[config.mk]
export PLATFORM = sky130hd
export DESIGN_NAME = flag_logic
export DESIGN_NICKNAME = d
export VERILOG_FILES = /design/src/shared/flag_pkg.sv /design/src/hw/flag_logic.sv
export SDC_FILE = /design/constraint.sdc
export NUM_CORES = 1
export LEC_CHECK = 0
export ABC_AREA = 1
export BUFFER_PORTS_ARGS = -buffer_cell sky130_fd_sc_hd__clkbuf_2
export CAP_MARGIN = 15
export CORE_ASPECT_RATIO = 1.25
export CORE_MARGIN = 2
export CORE_UTILIZATION = 50
export DETAILED_ROUTE_END_ITERATION = 10
export GPL_TIMING_DRIVEN = 1
export PLACE_DENSITY = 0.69
export SLEW_MARGIN = 20
export SYNTH_ARGS = -nofsm -noshare
export SYNTH_HDL_FRONTEND = slang
export SYNTH_SLANG_ARGS = --single-unit
[constraint.sdc]
create_clock -name REF_CLK -period 3.2 [get_ports REF_CLK]
set_input_delay 0.32 -clock REF_CLK [delete_from_list [all_inputs] [get_ports REF_CLK]]
set_output_delay 0.32 -clock REF_CLK [all_outputs]
set_load 0.02 [all_outputs]
[src/shared/flag_pkg.sv]
package flag_pkg;
  // Time figures in their own units, with cycle counts derived from REF_CLK (200 MHz)
  localparam int CLK_MHZ = 200;
  localparam int TX_ACTIVE_MAX_US = 1500;
  localparam int TX_ACTIVE_MAX_CYC = TX_ACTIVE_MAX_US * CLK_MHZ;
  localparam int CORE_UV_DET_US = 10;
  localparam int CORE_UV_DET_CYC = CORE_UV_DET_US * CLK_MHZ;
  localparam int CORE_UV_REC_US = 10;
  localparam int CORE_UV_REC_CYC = CORE_UV_REC_US * CLK_MHZ;
  localparam int IO_UV_DET_US = 10;
  localparam int IO_UV_DET_CYC = IO_UV_DET_US * CLK_MHZ;
  localparam int IO_UV_REC_US = 10;
  localparam int IO_UV_REC_CYC = IO_UV_REC_US * CLK_MHZ;
  localparam int ERR_STABLE_US = 50;
  localparam int ERR_STABLE_CYC = ERR_STABLE_US * CLK_MHZ;
  localparam int MODE_CHANGE_US = 100;
  localparam int MODE_CHANGE_CYC = MODE_CHANGE_US * CLK_MHZ;
  localparam int CNT_W = 20;
  localparam logic [4:0] FRAME_EDGES = 5'h10;

  // Six error contributors, in status-bit order
  typedef struct packed {
    logic frame_err;
    logic io_uv;
    logic core_uv;
    logic tx_timeout;
    logic thermal;
    logic bus_err;
  } err_flags_t;

  localparam err_flags_t ERR_NONE = err_flags_t'(6'h0);
  localparam err_flags_t UV_AT_POWERUP = err_flags_t'(6'h18);

  typedef enum logic [0:0] {
    IND_LATCHED = 1'b0,
    IND_TRACK = 1'b1
  } ind_mode_t;
endpackage

[src/hw/flag_logic.sv]
`timescale 1ns/1ps
module flag_logic #(
  parameter int TX_MAX = flag_pkg::TX_ACTIVE_MAX_CYC,
  parameter int CUV_DET = flag_pkg::CORE_UV_DET_CYC,
  parameter int CUV_REC = flag_pkg::CORE_UV_REC_CYC,
  parameter int IUV_DET = flag_pkg::IO_UV_DET_CYC,
  parameter int IUV_REC = flag_pkg::IO_UV_REC_CYC,
  parameter int ERR_STABLE = flag_pkg::ERR_STABLE_CYC,
  parameter int MODE_CHG = flag_pkg::MODE_CHANGE_CYC
) (
  input wire logic REF_CLK,
  input wire logic NRST,
  input wire logic CLK_EN,
  input wire logic STANDBY_CONTROL_N,
  input wire logic TRANSMIT_ENABLE_N,
  input wire logic GUARDIAN_ENABLE,
  input wire logic TXD,
  input wire logic BUS_DATA,
  input wire logic WAKE_DETECT,
  input wire logic OVER_TEMP,
  input wire logic CORE_SUPPLY_LOW,
  input wire logic IO_SUPPLY_LOW,
  input wire logic CHIP_SELECT_N,
  input wire logic SERIAL_CLK,
  output logic ERROR_INDICATOR_N,
  output logic RXD_FORCE_LOW,
  output logic NORMAL_MODE,
  output logic TX_READY,
  output logic POWER_ON,
  output logic WAKE_FLAG,
  output logic TRACK_MODE,
  output logic CS_PULL_DOWN,
  output logic [5:0] STATUS_BITS,
  output logic POWER_ON_STATUS
);
  // ----------------------------------------------------------------
  // State
  // ----------------------------------------------------------------
  typedef logic [flag_pkg::CNT_W-1:0] cnt_t;
  flag_pkg::err_flags_t flags_reg, flags_next;
  flag_pkg::err_flags_t stat_reg, stat_next;
  flag_pkg::ind_mode_t mode_reg, mode_next;
  logic normal_reg, normal_next, wake_reg, wake_next, pon_reg, pon_next, pons_reg, pons_next;
  logic ready_reg, ready_next, err_reg, err_next, pin_reg, pin_next, rxl_reg, rxl_next;
  logic txd_d_reg, txd_d_next, cs_d_reg, cs_d_next, bad_reg, bad_next, cmp_reg, cmp_next;
  logic [4:0] edges_reg, edges_next;
  logic sck_d_reg, sck_d_next;
  cnt_t tx_cnt_reg, tx_cnt_next, cuv_cnt_reg, cuv_cnt_next, iuv_cnt_reg, iuv_cnt_next;
  cnt_t stab_cnt_reg, stab_cnt_next, mc_cnt_reg, mc_cnt_next;

  function automatic cnt_t bump(input cnt_t c);
    bump = (c == {flag_pkg::CNT_W{1'b1}}) ? c : c + cnt_t'(1);
  endfunction

  // Filter counter: counts while the raw level disagrees with the flag
  function automatic cnt_t filt(input cnt_t c, input logic raw, input logic flag);
    filt = (raw != flag) ? bump(c) : '0;
  endfunction

  // ----------------------------------------------------------------
  // Next-state logic
  // ----------------------------------------------------------------
  always_comb begin
    logic want_normal, enter_n, tx_on, cs_fall, cs_rise, sck_fall, ok_frame;
    want_normal = 1'b0;
    enter_n = 1'b0;
    tx_on = 1'b0;
    cs_fall = 1'b0;
    cs_rise = 1'b0;
    sck_fall = 1'b0;
    ok_frame = 1'b0;
    flags_next = flags_reg;
    stat_next = stat_reg;
    mode_next = mode_reg;
    wake_next = wake_reg;
    pon_next = pon_reg;
    pons_next = pons_reg;
    edges_next = edges_reg;
    bad_next = bad_reg;
    cmp_next = 1'b0;
    // Undervoltage filters; a flag forces Standby
    cuv_cnt_next = filt(cuv_cnt_reg, CORE_SUPPLY_LOW, flags_reg.core_uv);
    if (!flags_reg.core_uv && int'(cuv_cnt_next) >= CUV_DET) begin
      flags_next.core_uv = 1'b1;
      cuv_cnt_next = '0;
    end else if (flags_reg.core_uv && int'(cuv_cnt_next) >= CUV_REC) begin
      flags_next.core_uv = 1'b0;
      cuv_cnt_next = '0;
      pon_next = 1'b1;
      pons_next = 1'b1;
    end
    iuv_cnt_next = filt(iuv_cnt_reg, IO_SUPPLY_LOW, flags_reg.io_uv);
    if (!flags_reg.io_uv && int'(iuv_cnt_next) >= IUV_DET) begin
      flags_next.io_uv = 1'b1;
      iuv_cnt_next = '0;
    end else if (flags_reg.io_uv && int'(iuv_cnt_next) >= IUV_REC) begin
      flags_next.io_uv = 1'b0;
      iuv_cnt_next = '0;
    end
    want_normal = STANDBY_CONTROL_N && !flags_reg.core_uv && !flags_reg.io_uv;
    normal_next = want_normal;
    enter_n = want_normal && !normal_reg;
    // Remote wakeup; only an already set I/O flag is cleared, so a filter set wins
    if (!normal_reg && !flags_reg.core_uv && WAKE_DETECT && !wake_reg) begin
      wake_next = 1'b1;
      if (flags_reg.io_uv) begin
        flags_next.io_uv = 1'b0;
        iuv_cnt_next = '0;
      end
    end else if (enter_n) begin
      wake_next = 1'b0;
    end
    if (enter_n) begin
      pon_next = 1'b0;
    end
    // Transmit timeout
    tx_cnt_next = (normal_reg && !TRANSMIT_ENABLE_N) ? bump(tx_cnt_reg) : '0;
    if (!normal_reg || TRANSMIT_ENABLE_N) begin
      flags_next.tx_timeout = 1'b0;
    end else if (int'(tx_cnt_next) > TX_MAX) begin
      flags_next.tx_timeout = 1'b1;
    end
    // Thermal shutdown
    if (!normal_reg) begin
      flags_next.thermal = 1'b0;
    end else if (OVER_TEMP) begin
      flags_next.thermal = 1'b1;
    end else if (TRANSMIT_ENABLE_N) begin
      flags_next.thermal = 1'b0;
    end
    ready_next = normal_next && !flags_next.tx_timeout && GUARDIAN_ENABLE
      && !flags_next.thermal;
    // Bus error: compare one cycle after each transmit data edge
    tx_on = ready_reg && !TRANSMIT_ENABLE_N;
    txd_d_next = TXD;
    cmp_next = tx_on && (TXD != txd_d_reg);
    if (!normal_reg || TRANSMIT_ENABLE_N) begin
      flags_next.bus_err = 1'b0;
    end else if (cmp_reg && tx_on) begin
      flags_next.bus_err = (BUS_DATA != TXD);
    end
    // Serial frame check
    cs_d_next = CHIP_SELECT_N;
    sck_d_next = SERIAL_CLK;
    cs_fall = cs_d_reg && !CHIP_SELECT_N;
    cs_rise = !cs_d_reg && CHIP_SELECT_N;
    sck_fall = !CHIP_SELECT_N && sck_d_reg && !SERIAL_CLK;
    if (cs_fall) begin
      flags_next.frame_err = 1'b0;
      edges_next = '0;
      bad_next = SERIAL_CLK;
    end else if (sck_fall && edges_reg != 5'h1F) begin
      edges_next = edges_reg + 5'h01;
    end
    if (cs_rise) begin
      if (bad_reg || SERIAL_CLK || edges_reg != flag_pkg::FRAME_EDGES) begin
        flags_next.frame_err = 1'b1;
      end else begin
        ok_frame = (mode_reg == flag_pkg::IND_LATCHED);
      end
    end
    // Indication mode
    mc_cnt_next = (!CHIP_SELECT_N && SERIAL_CLK && !flags_reg.io_uv) ? bump(mc_cnt_reg) : '0;
    if (mode_reg == flag_pkg::IND_LATCHED && int'(mc_cnt_next) > MODE_CHG) begin
      mode_next = flag_pkg::IND_TRACK;
      flags_next.frame_err = 1'b0;
    end
    // Sticky status; a correct frame in latched mode clears bits whose flags are clear
    if (ok_frame) begin
      stat_next = stat_reg & flags_reg;
      if (!pon_reg && !(flags_reg.core_uv && !flags_next.core_uv)) begin
        pons_next = 1'b0;
      end
    end
    stat_next = stat_next | flags_next;
    // Common error
    if (|flags_next) begin
      err_next = 1'b1;
    end else if (mode_next == flag_pkg::IND_TRACK) begin
      err_next = 1'b0;
    end else begin
      err_next = err_reg && (stat_next != flag_pkg::ERR_NONE);
    end
  end

  // ----------------------------------------------------------------
  // Pin indication with track-mode hold time
  // ----------------------------------------------------------------
  always_comb begin
    logic want;
    want = STANDBY_CONTROL_N ? !err_reg : !wake_reg;
    pin_next = pin_reg;
    stab_cnt_next = bump(stab_cnt_reg);
    if (want != pin_reg) begin
      if (mode_reg == flag_pkg::IND_LATCHED || int'(stab_cnt_reg) >= ERR_STABLE) begin
        pin_next = want;
        stab_cnt_next = '0;
      end
    end
    rxl_next = wake_reg && !STANDBY_CONTROL_N;
  end

  always_ff @(posedge REF_CLK or negedge NRST) begin
    if (!NRST) begin
      flags_reg <= flag_pkg::UV_AT_POWERUP;
      stat_reg <= flag_pkg::UV_AT_POWERUP;
      mode_reg <= flag_pkg::IND_LATCHED;
      normal_reg <= 1'b0;
      wake_reg <= 1'b0;
      pon_reg <= 1'b0;
      pons_reg <= 1'b0;
      ready_reg <= 1'b0;
      err_reg <= 1'b1;
      pin_reg <= 1'b1;
      rxl_reg <= 1'b0;
      txd_d_reg <= 1'b0;
      cs_d_reg <= 1'b1;
      sck_d_reg <= 1'b0;
      bad_reg <= 1'b0;
      cmp_reg <= 1'b0;
      edges_reg <= '0;
      tx_cnt_reg <= '0;
      cuv_cnt_reg <= '0;
      iuv_cnt_reg <= '0;
      stab_cnt_reg <= '0;
      mc_cnt_reg <= '0;
    end else if (CLK_EN) begin
      flags_reg <= flags_next;
      stat_reg <= stat_next;
      mode_reg <= mode_next;
      normal_reg <= normal_next;
      wake_reg <= wake_next;
      pon_reg <= pon_next;
      pons_reg <= pons_next;
      ready_reg <= ready_next;
      err_reg <= err_next;
      pin_reg <= pin_next;
      rxl_reg <= rxl_next;
      txd_d_reg <= txd_d_next;
      cs_d_reg <= cs_d_next;
      sck_d_reg <= sck_d_next;
      bad_reg <= bad_next;
      cmp_reg <= cmp_next;
      edges_reg <= edges_next;
      tx_cnt_reg <= tx_cnt_next;
      cuv_cnt_reg <= cuv_cnt_next;
      iuv_cnt_reg <= iuv_cnt_next;
      stab_cnt_reg <= stab_cnt_next;
      mc_cnt_reg <= mc_cnt_next;
    end
  end

  assign ERROR_INDICATOR_N = pin_reg;
  assign RXD_FORCE_LOW = rxl_reg;
  assign NORMAL_MODE = normal_reg;
  assign TX_READY = ready_reg;
  assign POWER_ON = pon_reg;
  assign WAKE_FLAG = wake_reg;
  assign TRACK_MODE = mode_reg;
  assign CS_PULL_DOWN = mode_reg;
  assign STATUS_BITS = stat_reg;
  assign POWER_ON_STATUS = pons_reg;

  // ----------------------------------------------------------------
  // Checks
  // ----------------------------------------------------------------
  ready_terms_a: assert property (@(posedge REF_CLK) disable iff (!NRST)
    TX_READY |-> (NORMAL_MODE && !flags_reg.tx_timeout && !flags_reg.thermal))
    else $error("ready without its terms");
  common_err_a: assert property (@(posedge REF_CLK) disable iff (!NRST)
    (|flags_reg) |-> err_reg)
    else $error("error flag not set");
  stat_sticky_a: assert property (@(posedge REF_CLK) disable iff (!NRST)
    (CLK_EN && flags_reg.bus_err) |=> STATUS_BITS[0])
    else $error("status bit not latched");
  pin_drive_a: assert property (@(posedge REF_CLK) disable iff (!NRST)
    (CLK_EN && STANDBY_CONTROL_N && err_reg && !TRACK_MODE) |=> !ERROR_INDICATOR_N)
    else $error("error pin not low");
  wake_rxd_a: assert property (@(posedge REF_CLK) disable iff (!NRST)
    (CLK_EN && wake_reg && !STANDBY_CONTROL_N) |=> RXD_FORCE_LOW)
    else $error("receive not forced low");
  timeout_clr_a: assert property (@(posedge REF_CLK) disable iff (!NRST)
    (CLK_EN && TRANSMIT_ENABLE_N) |=> !flags_reg.tx_timeout)
    else $error("timeout not cleared");
  uv_standby_a: assert property (@(posedge REF_CLK) disable iff (!NRST)
    (CLK_EN && flags_reg.core_uv) |=> !NORMAL_MODE)
    else $error("normal during undervoltage");
  track_hold_a: assert property (@(posedge REF_CLK) disable iff (!NRST)
    TRACK_MODE |=> TRACK_MODE && CS_PULL_DOWN)
    else $error("track mode lost");
endmodule

==> results.py, run 1 <==
metrics = {
    "grt": {
        "overflow": 0,
        "grt_busiest_layer": "met2",
        "grt.met2_usage": 0.411,
        "antenna_found_initial": 1,
        "gr-usage-met3": 0.0344,
        "grt_pass1_wl_um": 35900,
        "grt_max_degree": 70,
        "grt_use_met1": 0.326,
        "grt_usage": 0.247,
        "grt_pass1_vias": 7628,
    },
    "clocking": {
        "clk_latency_ns": 0.42,
        "cts_num_sinks": 131,
        "cts_root_buf": "clkbuf_16",
        "cts_buffers": 17,
        "cts_max_level": 4,
        "cts_tree": "built",
        "cts_buffer_depth": 2,
        "cts.clk_slew.worst_paths_ns": 0.06,
    },
    "final_layout": {
        "fin_nets": 1238,
        "syn_to_final_growth_pct": 16.3,
        "stdcell_count": 1439,
        "final_layout_size_suffix_gt1_frac": 0.151,
    },
    "synth": {
        "synth_flop_cell": "dfrtp_1",
        "yosysWarnings": 0,
        "synth-edff-count": 0,
        "synth_cell_types": 49,
        "yosysSeqAreaShare": 0.392,
        "yosys-top-cells-count": "252 x nand2_1, 141 x inv_1, 124 x dfrtp_1, 100 x nor2_1, 99 x o21ai_0",
        "syn_area_um2": 8390,
        "netlist.area_leader.share": 0.370,
        "async_reset_ff_frac": 1.00,
        "postSynthAreaPerCell_um2": 7.25,
        "synth.largest_area_cell": "dfrtp_1",
        "synthesis.nets": 1186,
        "synth_area_leaders": "dfrtp_1 37%, nand2_1 11%, inv_1 6.3%",
        "synth_cells": 1157,
        "ys_seq_elements": 131,
        "yosysMostFrequentCell": "nand2_1",
    },
    "critical_path": {
        "arrival_ns": 3.39,
        "crit_fanout": 8,
        "end_kind": "flip-flop",
        "critPathKind": "reg2reg",
        "cp-start-kind": "flip-flop",
        "crit_required_ns": 3.54,
        "reg2reg_depth": 17,
    },
    "timing": {
        "final-setup-viol-count": 0,
        "slew_headroom": 0.553,
        "fin_worst_skew_ns": 0.00725,
        "min_period_over_period": 0.953,
        "max_freq_mhz": 328,
        "fin_crit_ns": 3.05,
        "hold_viol": 0,
        "hold-worst-slack_ns": 0.148,
        "tightestPinTransition_ns": 0.665,
        "drv_slew": 0,
    },
    "hold_path": {
        "holdPathStages": 3,
        "min_path_type": "in2reg",
    },
    "route": {
        "viasPerCell": 5.45,
        "drt-total-wl_um": 21100,
        "via_count": 7837,
        "ant_nets": 0,
        "drc_errors": 0,
        "drt_iter0_markers": 673,
        "wire_per_inst_um": 14.7,
        "first_pass_iters": 5,
    },
    "pwr": {
        "power_density_nw_per_um2": 486,
        "p_leak_uw": 0.00429,
        "vdd_drop_max_v": 0.000377,
    },
    "floorplan": {
        "core_area_um2": 16300,
        "io-pin-count": 29,
        "die_height_um": 149,
        "start_util": 0.514,
        "dieWidth_um": 120,
        "rows": 52,
        "die_area_um2": 17800,
    },
    "placed_design": {
        "portBuffers": 28,
        "dp_hpwl_um": 15200,
        "dp.cells": 1397,
        "routabilityCongestion": 0.925,
    },
    "run_status": {
        "outcome": "complete, no violations",
    },
    "run": {
        "max_cap_viol_count": 0,
    },
}
==> cell usage in the layout, fill, tap and decap left out, types with 3 or more instances in the layout <==
| master | count |
|---|---|
| o22ai_1 | 39 |
| nor2_4 | 5 |
| a31oi_1 | 3 |
| nor3_1 | 30 |
| clkbuf_16 | 17 |
| nand2_1 | 250 |
| xnor2_1 | 7 |
| buf_4 | 35 |
| nor2_1 | 97 |
| o21ai_1 | 13 |
| dfrtp_1 | 124 |
| inv_2 | 14 |
| o21ai_0 | 98 |
| nand3_2 | 6 |
| bufinv_16 | 4 |
| clkbuf_8 | 3 |
| clkbuf_2 | 27 |
| dfstp_2 | 7 |
| o211ai_1 | 5 |
| nor3b_1 | 3 |
| xor2_1 | 37 |
| nor4_1 | 10 |
| inv_1 | 140 |
| o31ai_1 | 4 |
| nor3_2 | 6 |
| o21ai_2 | 4 |
| ha_1 | 12 |
| clkinv_2 | 4 |
| nor3_4 | 5 |
| nor4_2 | 4 |
| nor2_2 | 12 |
| nand3_1 | 83 |
| a21oi_1 | 34 |
| nand4_1 | 32 |
| nand2_2 | 15 |
==> logic make-up (layout without fill, tap and decap cells) <==
logic type                 after synthesis  in the layout  synth area share
and+or+nand+nor                        566            566             0.309
AOI/OAI and AO/OA                      215            215             0.144
buffers and inverters                  186            251            0.0867
other                                    0              1                 0
xor gates and xnor gates                44             44            0.0459
DFF                                    131            131             0.392
adders and majority gates               15             15            0.0224
==> where the power goes <==
group	total (uW)	switching (uW)	internal (uW)
Combinational	752	494	258
Clock	2090	729	1360
Sequential	1900	114	1780
==> per-stage QoR <==
step	setup TNS [ns]	setup slack (ns)	power, uW	instance area, um2	util
final	0	0.150	4740	9760	0.597
after global routing	-1.74	-0.0946	4940	9760	0.597
after CTS	0	0.00315	4720	9510	0.582
after detailed placement	0	0.0645	2620	8870	0.543
after global placement	0	0.135	2610	8870	0.543
after floorplan	0	0.190	2340	8390	-
==> timing repair <==
action / 4_1_cts / 5_1_grt
buffers inserted: 0 / 8
hold buffers: 1 / 0
setup endpoints to repair: 0 / 45
resized for setup: 0 / 35
hold endpoints to repair: 60 / 0
==> per-layer routing <==
layer	up-vias	wire length (um)
met3	40	638
met2	156	10300
met4	0	519
met1	3670	9680
li1	3971	-
met5	-	0
==> critical path: stages (launching register included) <==
cell and delay, ns:
dfrtp_1 0.39, ha_2 0.20, nand2_1 0.08, nor3_2 0.21, nand2_1 0.14, nor2_4 0.19
nand3_4 0.13, nand4_1 0.19, o21ai_1 0.08, o211ai_1 0.12, nand4_1 0.14, nor2_2 0.13
nand3_2 0.13, ha_4 0.19, nor2_1 0.11, nand2_1 0.16, buf_4 0.21, o21ai_0 0.17
==> final cells by class <==
cell class | count | area, um2
timing repair buffer | 65 | 430
fill | 1475 | 6580
inverter | 154 | 578
clock inverter | 10 | 156
multi-input combinational | 840 | 4560
sequential | 131 | 3290
antenna | 1 | 2.50
clock buffer | 22 | 474
tap | 216 | 270
==> final timing paths <==
check | start | end | slack, ns
max in group asynchronous | NRST | ERROR_INDICATOR_N$_DFFE_PN1P_ | 1.90
min in group asynchronous | NRST | iuv_cnt_reg[5]$_DFFE_PN0P_ | 0.48
min | TXD | txd_d_reg$_DFFE_PN0P_ | 0.15
max reg2reg | cuv_cnt_reg[0]$_DFFE_PN0P_ | cuv_cnt_reg[3]$_DFFE_PN0P_ | 0.15
min reg2reg | err_reg$_DFFE_PN1P_ | err_reg$_DFFE_PN1P_ | 0.47
max | cuv_cnt_reg[0]$_DFFE_PN0P_ | cuv_cnt_reg[3]$_DFFE_PN0P_ | 0.15
(Power assumes the default switching activity.)
==> inputs of run 2 (changes only) <==
Settings changed: CORE_UTILIZATION 50 to 57, PLACE_DENSITY 0.69 to 0.77.
==> run 2 against run 1 <==
  * The run now ends with negative hold slack left
  * Wire length is 1.6% lower
  * Largest power group unchanged
  * Clock skew is 0.0015 ns higher
  * Maximum frequency is 3.6% lower
==> results.py, run 2 (synthesized netlist as in run 1, its figures left out) <==
metrics = {
    "pwr": {
        "vdd_drop_max_v": 0.000370,
        "comb_power_share": 0.161,
        "clkPwrFrac": 0.425,
        "p_seq_frac": 0.414,
        "p_int_uw": 3180,
        "power_density_nw_per_um2": 474,
        "p_leak_uw": 0.00423,
        "swShare": 0.305,
        "netSwitchingPower_uw": 1390,
    },
    "critical_path": {
        "critPathKind": "reg2reg",
        "cp_cell_sequence": "ha_2, nand2_2, nor3_4, nand2_2, nor2_4, nand3_4, nand4_1, o21ai_1, o211ai_1, nand4_1, nor2_1, nand3_2, ha_4, inv_2, nor4_4, nand2_1, nand2_1, nand2_1, nand2_1, nand2_1",
        "end_kind": "flip-flop",
        "cp_top_family": "simple AND/OR/NAND/NOR gates",
        "cpMostUsedCell": "nand2_1",
        "critPathMaxStageDelay_ns": 0.39,
        "arrival_ns": 3.53,
        "cp-start-kind": "flip-flop",
        "critical_path_buf_inv_count": 1,
        "cp_slowest_cell": "dfrtp_1",
        "crit_fanout": 7,
        "crit_required_ns": 3.57,
    },
    "hold_path": {
        "min_path_type": "in2async",
    },
    "placed_design": {
        "pre_cts_ws_ns": -0.0439,
        "postPlaceCellArea_um2": 8800,
        "portBuffers": 28,
        "dp_hpwl_um": 14300,
        "routabilityCongestion": 0.934,
    },
    "clocking": {
        "cts_buffer_depth": 2,
        "cts_max_level": 4,
        "cts_buffers": 17,
        "hold_buffers": 0,
        "cts_tree": "built",
        "cts_root_buf": "clkbuf_16",
        "cts_num_sinks": 131,
        "cts.clk_slew.worst_paths_ns": 0.06,
        "clk_latency_ns": 0.44,
    },
    "timing": {
        "min_period_over_period": 0.989,
        "drv_slew": 0,
        "fin_crit_ns": 3.17,
        "max_freq_mhz": 316,
        "worst_slack_ns": 0.0348,
        "hold-worst-slack_ns": -0.00221,
        "finalSetupTns_ns": 0,
        "tightestPinTransition_ns": 0.940,
        "final-setup-viol-count": 0,
        "grt_setup_unrepaired": "yes",
        "slew_headroom": 0.373,
        "hold_viol": 1,
        "fin_worst_skew_ns": 0.00873,
    },
    "grt": {
        "overflow": 0,
        "grt_pass1_wl_um": 34400,
        "grt_max_degree": 117,
        "antenna_found_initial": 1,
        "grt_pass1_vias": 7670,
        "grt_usage": 0.266,
    },
    "floorplan": {
        "start_util": 0.582,
        "io-pin-count": 29,
        "rows": 49,
        "dieWidth_um": 112,
        "die_area_um2": 15700,
        "core_area_um2": 14400,
        "die_height_um": 140,
    },
    "run_status": {
        "violations": "negative hold slack",
        "outcome": "finished, violations left",
    },
    "final_layout": {
        "final_common_cell": "nand2_1",
        "syn_to_final_growth_pct": 15.1,
        "finalCoreUtilization": 0.670,
        "final_area_um2": 9660,
        "fin_nets": 1238,
        "layout_common_cells": "243 x nand2_1, 137 x inv_1, 124 x dfrtp_1, 99 x nor2_1, 96 x o21ai_0",
        "final_layout_size_suffix_gt1_frac": 0.157,
    },
    "route": {
        "drc_errors": 0,
        "drt-total-wl_um": 20800,
        "first_pass_iters": 5,
        "drt_iter0_markers": 627,
        "via_count": 8026,
        "ant_nets": 0,
        "wire_per_inst_um": 14.8,
        "viasPerCell": 5.73,
    },
    "run": {
        "max_cap_viol_count": 0,
    },
}
==> run 2: path summary, 6_finish.rpt <==
check	startpoint	endpoint	slack [ns]	depth (start not counted)
min in group REF_CLK	TXD	txd_d_reg$_DFFE_PN0P_	0.14	3
min reg2reg	tx_cnt_reg[19]$_DFFE_PN0P_	tx_cnt_reg[19]$_DFFE_PN0P_	0.49	2
max reg2reg	cuv_cnt_reg[1]$_DFFE_PN0P_	err_reg$_DFFE_PN1P_	0.03	20
max in group asynchronous	NRST	cuv_cnt_reg[6]$_DFFE_PN0P_	2.44	2
min	NRST	iuv_cnt_reg[8]$_DFFE_PN0P_	-0.002	1
max	cuv_cnt_reg[1]$_DFFE_PN0P_	err_reg$_DFFE_PN1P_	0.03	20
==> run 2: routing by layer <==
| metal | share of wire | global-route usage | wire length, um |
|---|---|---|---|
| met1 | 0.43 | 0.332 | 8920 |
| met2 | 0.50 | 0.452 | 10300 |
| met3 | 0.043 | 0.0514 | 898 |
| met4 | 0.029 | 0.108 | 612 |
| met5 | 0 | 0 | 0 |
==> run 2: cell type report <==
type	count	area, um2
fillers	1177	4750
multi-input cells	840	4550
clock inverters	14	156
repair buffers	65	434
diodes	1	2.50
inverters	154	578
well taps	178	223
flip-flops and latches	131	3290
clock buffers	18	429
==> run 2: power groups by stage <==
stage / Clock (uW) / Sequential, uW / Combinational, uW
after floorplan: 0 / 1940 / 399
after global placement: 0 / 1920 / 675
after detailed placement: 0 / 1920 / 689
after CTS: 1950 / 1890 / 693
after global routing: 2020 / 1910 / 823
final: 1940 / 1900 / 738
==> run 2: repair_timing <==
item,CTS,global route
pin swaps,0,18
setup endpoints to repair,2,45
gates resized for setup,2,41
gates cloned,0,0
buffers inserted,0,12
==> run 2: metrics by stage <==
| stage | power (uW) | cells |
|---|---|---|
| after CTS | 4540 | 1388 |
| after floorplan | 2340 | 1157 |
| after global routing | 4750 | 1401 |
| after detailed placement | 2610 | 1356 |
| after global placement | 2590 | 1356 |
| final | 4580 | 1401 |
==> inputs of run 3 (changes only) <==
Settings changed: RECOVER_POWER set to 50.
==> run 3 against run 2 <==
  * The flow finishes with violations (max-capacitance violations, max-slew violations)
  * Worst setup slack better by 0.0026 ns
  * Clock-buffer cell count stayed put
  * Clock skew is 0.00082 ns higher
  * Clock power hardly changed
  * Register-to-register slack hardly changed
  * Sequential power hardly changed
  * Final cell count stayed put
  * Maximum frequency hardly changed
  * Total power is 0.12% lower
  * Largest cell class unchanged
  * Highest routed layer unchanged
==> results.py, run 3 (synthesized netlist as in run 1, its figures left out) <==
metrics = {
    "pwr": {
        "p_int_uw": 3180,
        "p_leak_uw": 0.00422,
        "vdd_drop_max_v": 0.000371,
        "clkPwrFrac": 0.424,
        "p_seq_frac": 0.415,
        "power_density_nw_per_um2": 474,
        "comb_power_share": 0.161,
        "netSwitchingPower_uw": 1390,
        "swShare": 0.304,
    },
    "clocking": {
        "cts_max_level": 4,
        "cts_buffer_depth": 2,
        "cts_tree": "built",
        "clk_latency_ns": 0.44,
        "cts_num_sinks": 131,
        "cts.clk_slew.worst_paths_ns": 0.06,
        "cts_buffers": 17,
        "hold_buffers": 0,
        "cts_root_buf": "clkbuf_16",
    },
    "route": {
        "ant_nets": 0,
        "via_count": 8024,
        "drt-total-wl_um": 20700,
        "viasPerCell": 5.73,
        "first_pass_iters": 7,
        "drc_errors": 0,
        "drt_iter0_markers": 662,
        "wire_per_inst_um": 14.8,
    },
    "placed_design": {
        "dp_hpwl_um": 14300,
        "routabilityCongestion": 0.934,
        "postPlaceCellArea_um2": 8800,
        "portBuffers": 28,
    },
    "grt": {
        "grt_max_degree": 117,
        "grt_pass1_vias": 7670,
        "antenna_found_initial": 1,
        "grt_pass1_wl_um": 34400,
        "grt_usage": 0.266,
        "overflow": 0,
    },
    "final_layout": {
        "syn_to_final_growth_pct": 14.9,
        "final_common_cell": "nand2_1",
        "final_area_um2": 9640,
        "fin_nets": 1238,
        "final_layout_size_suffix_gt1_frac": 0.155,
        "layout_common_cells": "243 x nand2_1, 137 x inv_1, 124 x dfrtp_1, 99 x nor2_1, 96 x o21ai_0",
    },
    "critical_path": {
        "arrival_ns": 3.53,
        "critPathMaxStageDelay_ns": 0.39,
        "cp_cell_sequence": "ha_2, nand2_2, nor3_4, nand2_2, nor2_4, nand3_4, nand4_1, o21ai_1, o211ai_1, nand4_1, nor2_1, nand3_2, ha_4, inv_2, nor4_4, nand2_1, nand2_1, nand2_1, nand2_1, nand2_1",
        "cp.depth": 20,
        "cp_slowest_cell": "dfrtp_1",
        "critical_path_buf_inv_count": 1,
        "critPathKind": "reg2reg",
        "crit_fanout": 7,
        "cp-start-kind": "flip-flop",
        "crit_required_ns": 3.57,
        "reg2reg_depth": 20,
        "reg2reg_from": "cuv_cnt_reg[1]$_DFFE_PN0P_",
        "rrSetupSlack_ns": 0.04,
        "cp_top_family": "simple AND/OR/NAND/NOR gates",
        "reg2reg_to": "err_reg$_DFFE_PN1P_",
        "cpMostUsedCell": "nand2_1",
        "end_kind": "flip-flop",
    },
    "floorplan": {
        "die_area_um2": 15700,
        "dieWidth_um": 112,
        "rows": 49,
        "start_util": 0.582,
        "io-pin-count": 29,
        "core_area_um2": 14400,
        "die_height_um": 140,
    },
    "timing": {
        "grt_setup_unrepaired": "yes",
        "min_period_over_period": 0.988,
        "hold_viol": 0,
        "final-setup-viol-count": 0,
        "tightestPinTransition_ns": 2.86,
        "fin_worst_skew_ns": 0.00956,
        "finalSetupTns_ns": 0,
        "drv_slew": 164,
        "slew_headroom": -0.909,
        "max_freq_mhz": 316,
        "fin_crit_ns": 3.16,
    },
    "run_status": {
        "outcome": "finished, violations left",
        "violations": "max-capacitance violations, max-slew violations",
    },
    "run": {
        "max_cap_viol_count": 2,
    },
    "hold_path": {
        "holdPathStages": 3,
        "min_path_type": "in2reg",
        "min_from": "TXD",
        "whs_endpoint": "txd_d_reg$_DFFE_PN0P_",
    },
}
run 3: final cells by class:
cell class	instances	area, um2
antenna	1	2.50
clock buffer	18	429
clock inverter	14	156
fill	1185	4770
inverter	154	578
multi-input combinational	840	4550
sequential	131	3290
tap	178	223
timing repair buffer	65	415
run 3: metal layers:
metal | vias up | share of wire | wire length (um) | global-route usage
met1 | 3763 | 0.43 | 8970 | 0.332
met3 | 50 | 0.041 | 860 | 0.0514
met2 | 235 | 0.50 | 10300 | 0.452
met5 | - | 0 | 0 | 0
met4 | 0 | 0.029 | 599 | 0.108
li1 | 3976 | - | - | -
run 3: tightest hold or removal path, cell delays in order:
cell and delay [ns]:
clkbuf_2 0.11, nand2_1 0.06, nand2_1 0.05
run 3: how the worst max path moves through the flow:
stage	startpoint	endpoint	slack (ns)
final	cuv_cnt_reg[1]$_DFFE_PN0P_	err_reg$_DFFE_PN1P_	0.04
after global placement	iuv_cnt_reg[4]$_DFFE_PN0P_	iuv_cnt_reg[2]$_DFFE_PN0P_	0.14
after CTS	cuv_cnt_reg[0]$_DFFE_PN0P_	err_reg$_DFFE_PN1P_	0.03
after floorplan	iuv_cnt_reg[1]$_DFFE_PN0P_	iuv_cnt_reg[2]$_DFFE_PN0P_	0.19
after detailed placement	cuv_cnt_reg[0]$_DFFE_PN0P_	err_reg$_DFFE_PN1P_	-0.04
after global routing	cuv_cnt_reg[1]$_DFFE_PN0P_	err_reg$_DFFE_PN1P_	-0.22
run 3: through the flow:
step | hold WS [ns] | setup WS (ns) | utilization | total power (uW) | std cells
finish | 0.147 | 0.0374 | 0.669 | 4570 | 1401
global route | 0.155 | -0.224 | 0.669 | 4750 | 1401
CTS | 0.109 | 0.0259 | 0.652 | 4540 | 1388
detailed placement | 0.476 | -0.0439 | 0.611 | 2610 | 1356
global placement | 0.472 | 0.137 | 0.611 | 2590 | 1356
floorplan | 0.0244 | 0.190 | - | 2340 | 1157
run 3: power groups by stage:
stage | logic, uW | registers [uW] | clock network [uW]
after floorplan | 399 | 1940 | 0
after global placement | 675 | 1920 | 0
after detailed placement | 689 | 1920 | 0
after CTS | 693 | 1890 | 1950
after global routing | 820 | 1910 | 2020
final | 736 | 1900 | 1940
run 3: timing repair:
item | in CTS | in global routing
gates resized for setup | 2 | 41
endpoints found under the setup margin | 2 | 45
pin swaps | 0 | 18
hold endpoints to repair | 0 | 0
buffers inserted | 0 | 12
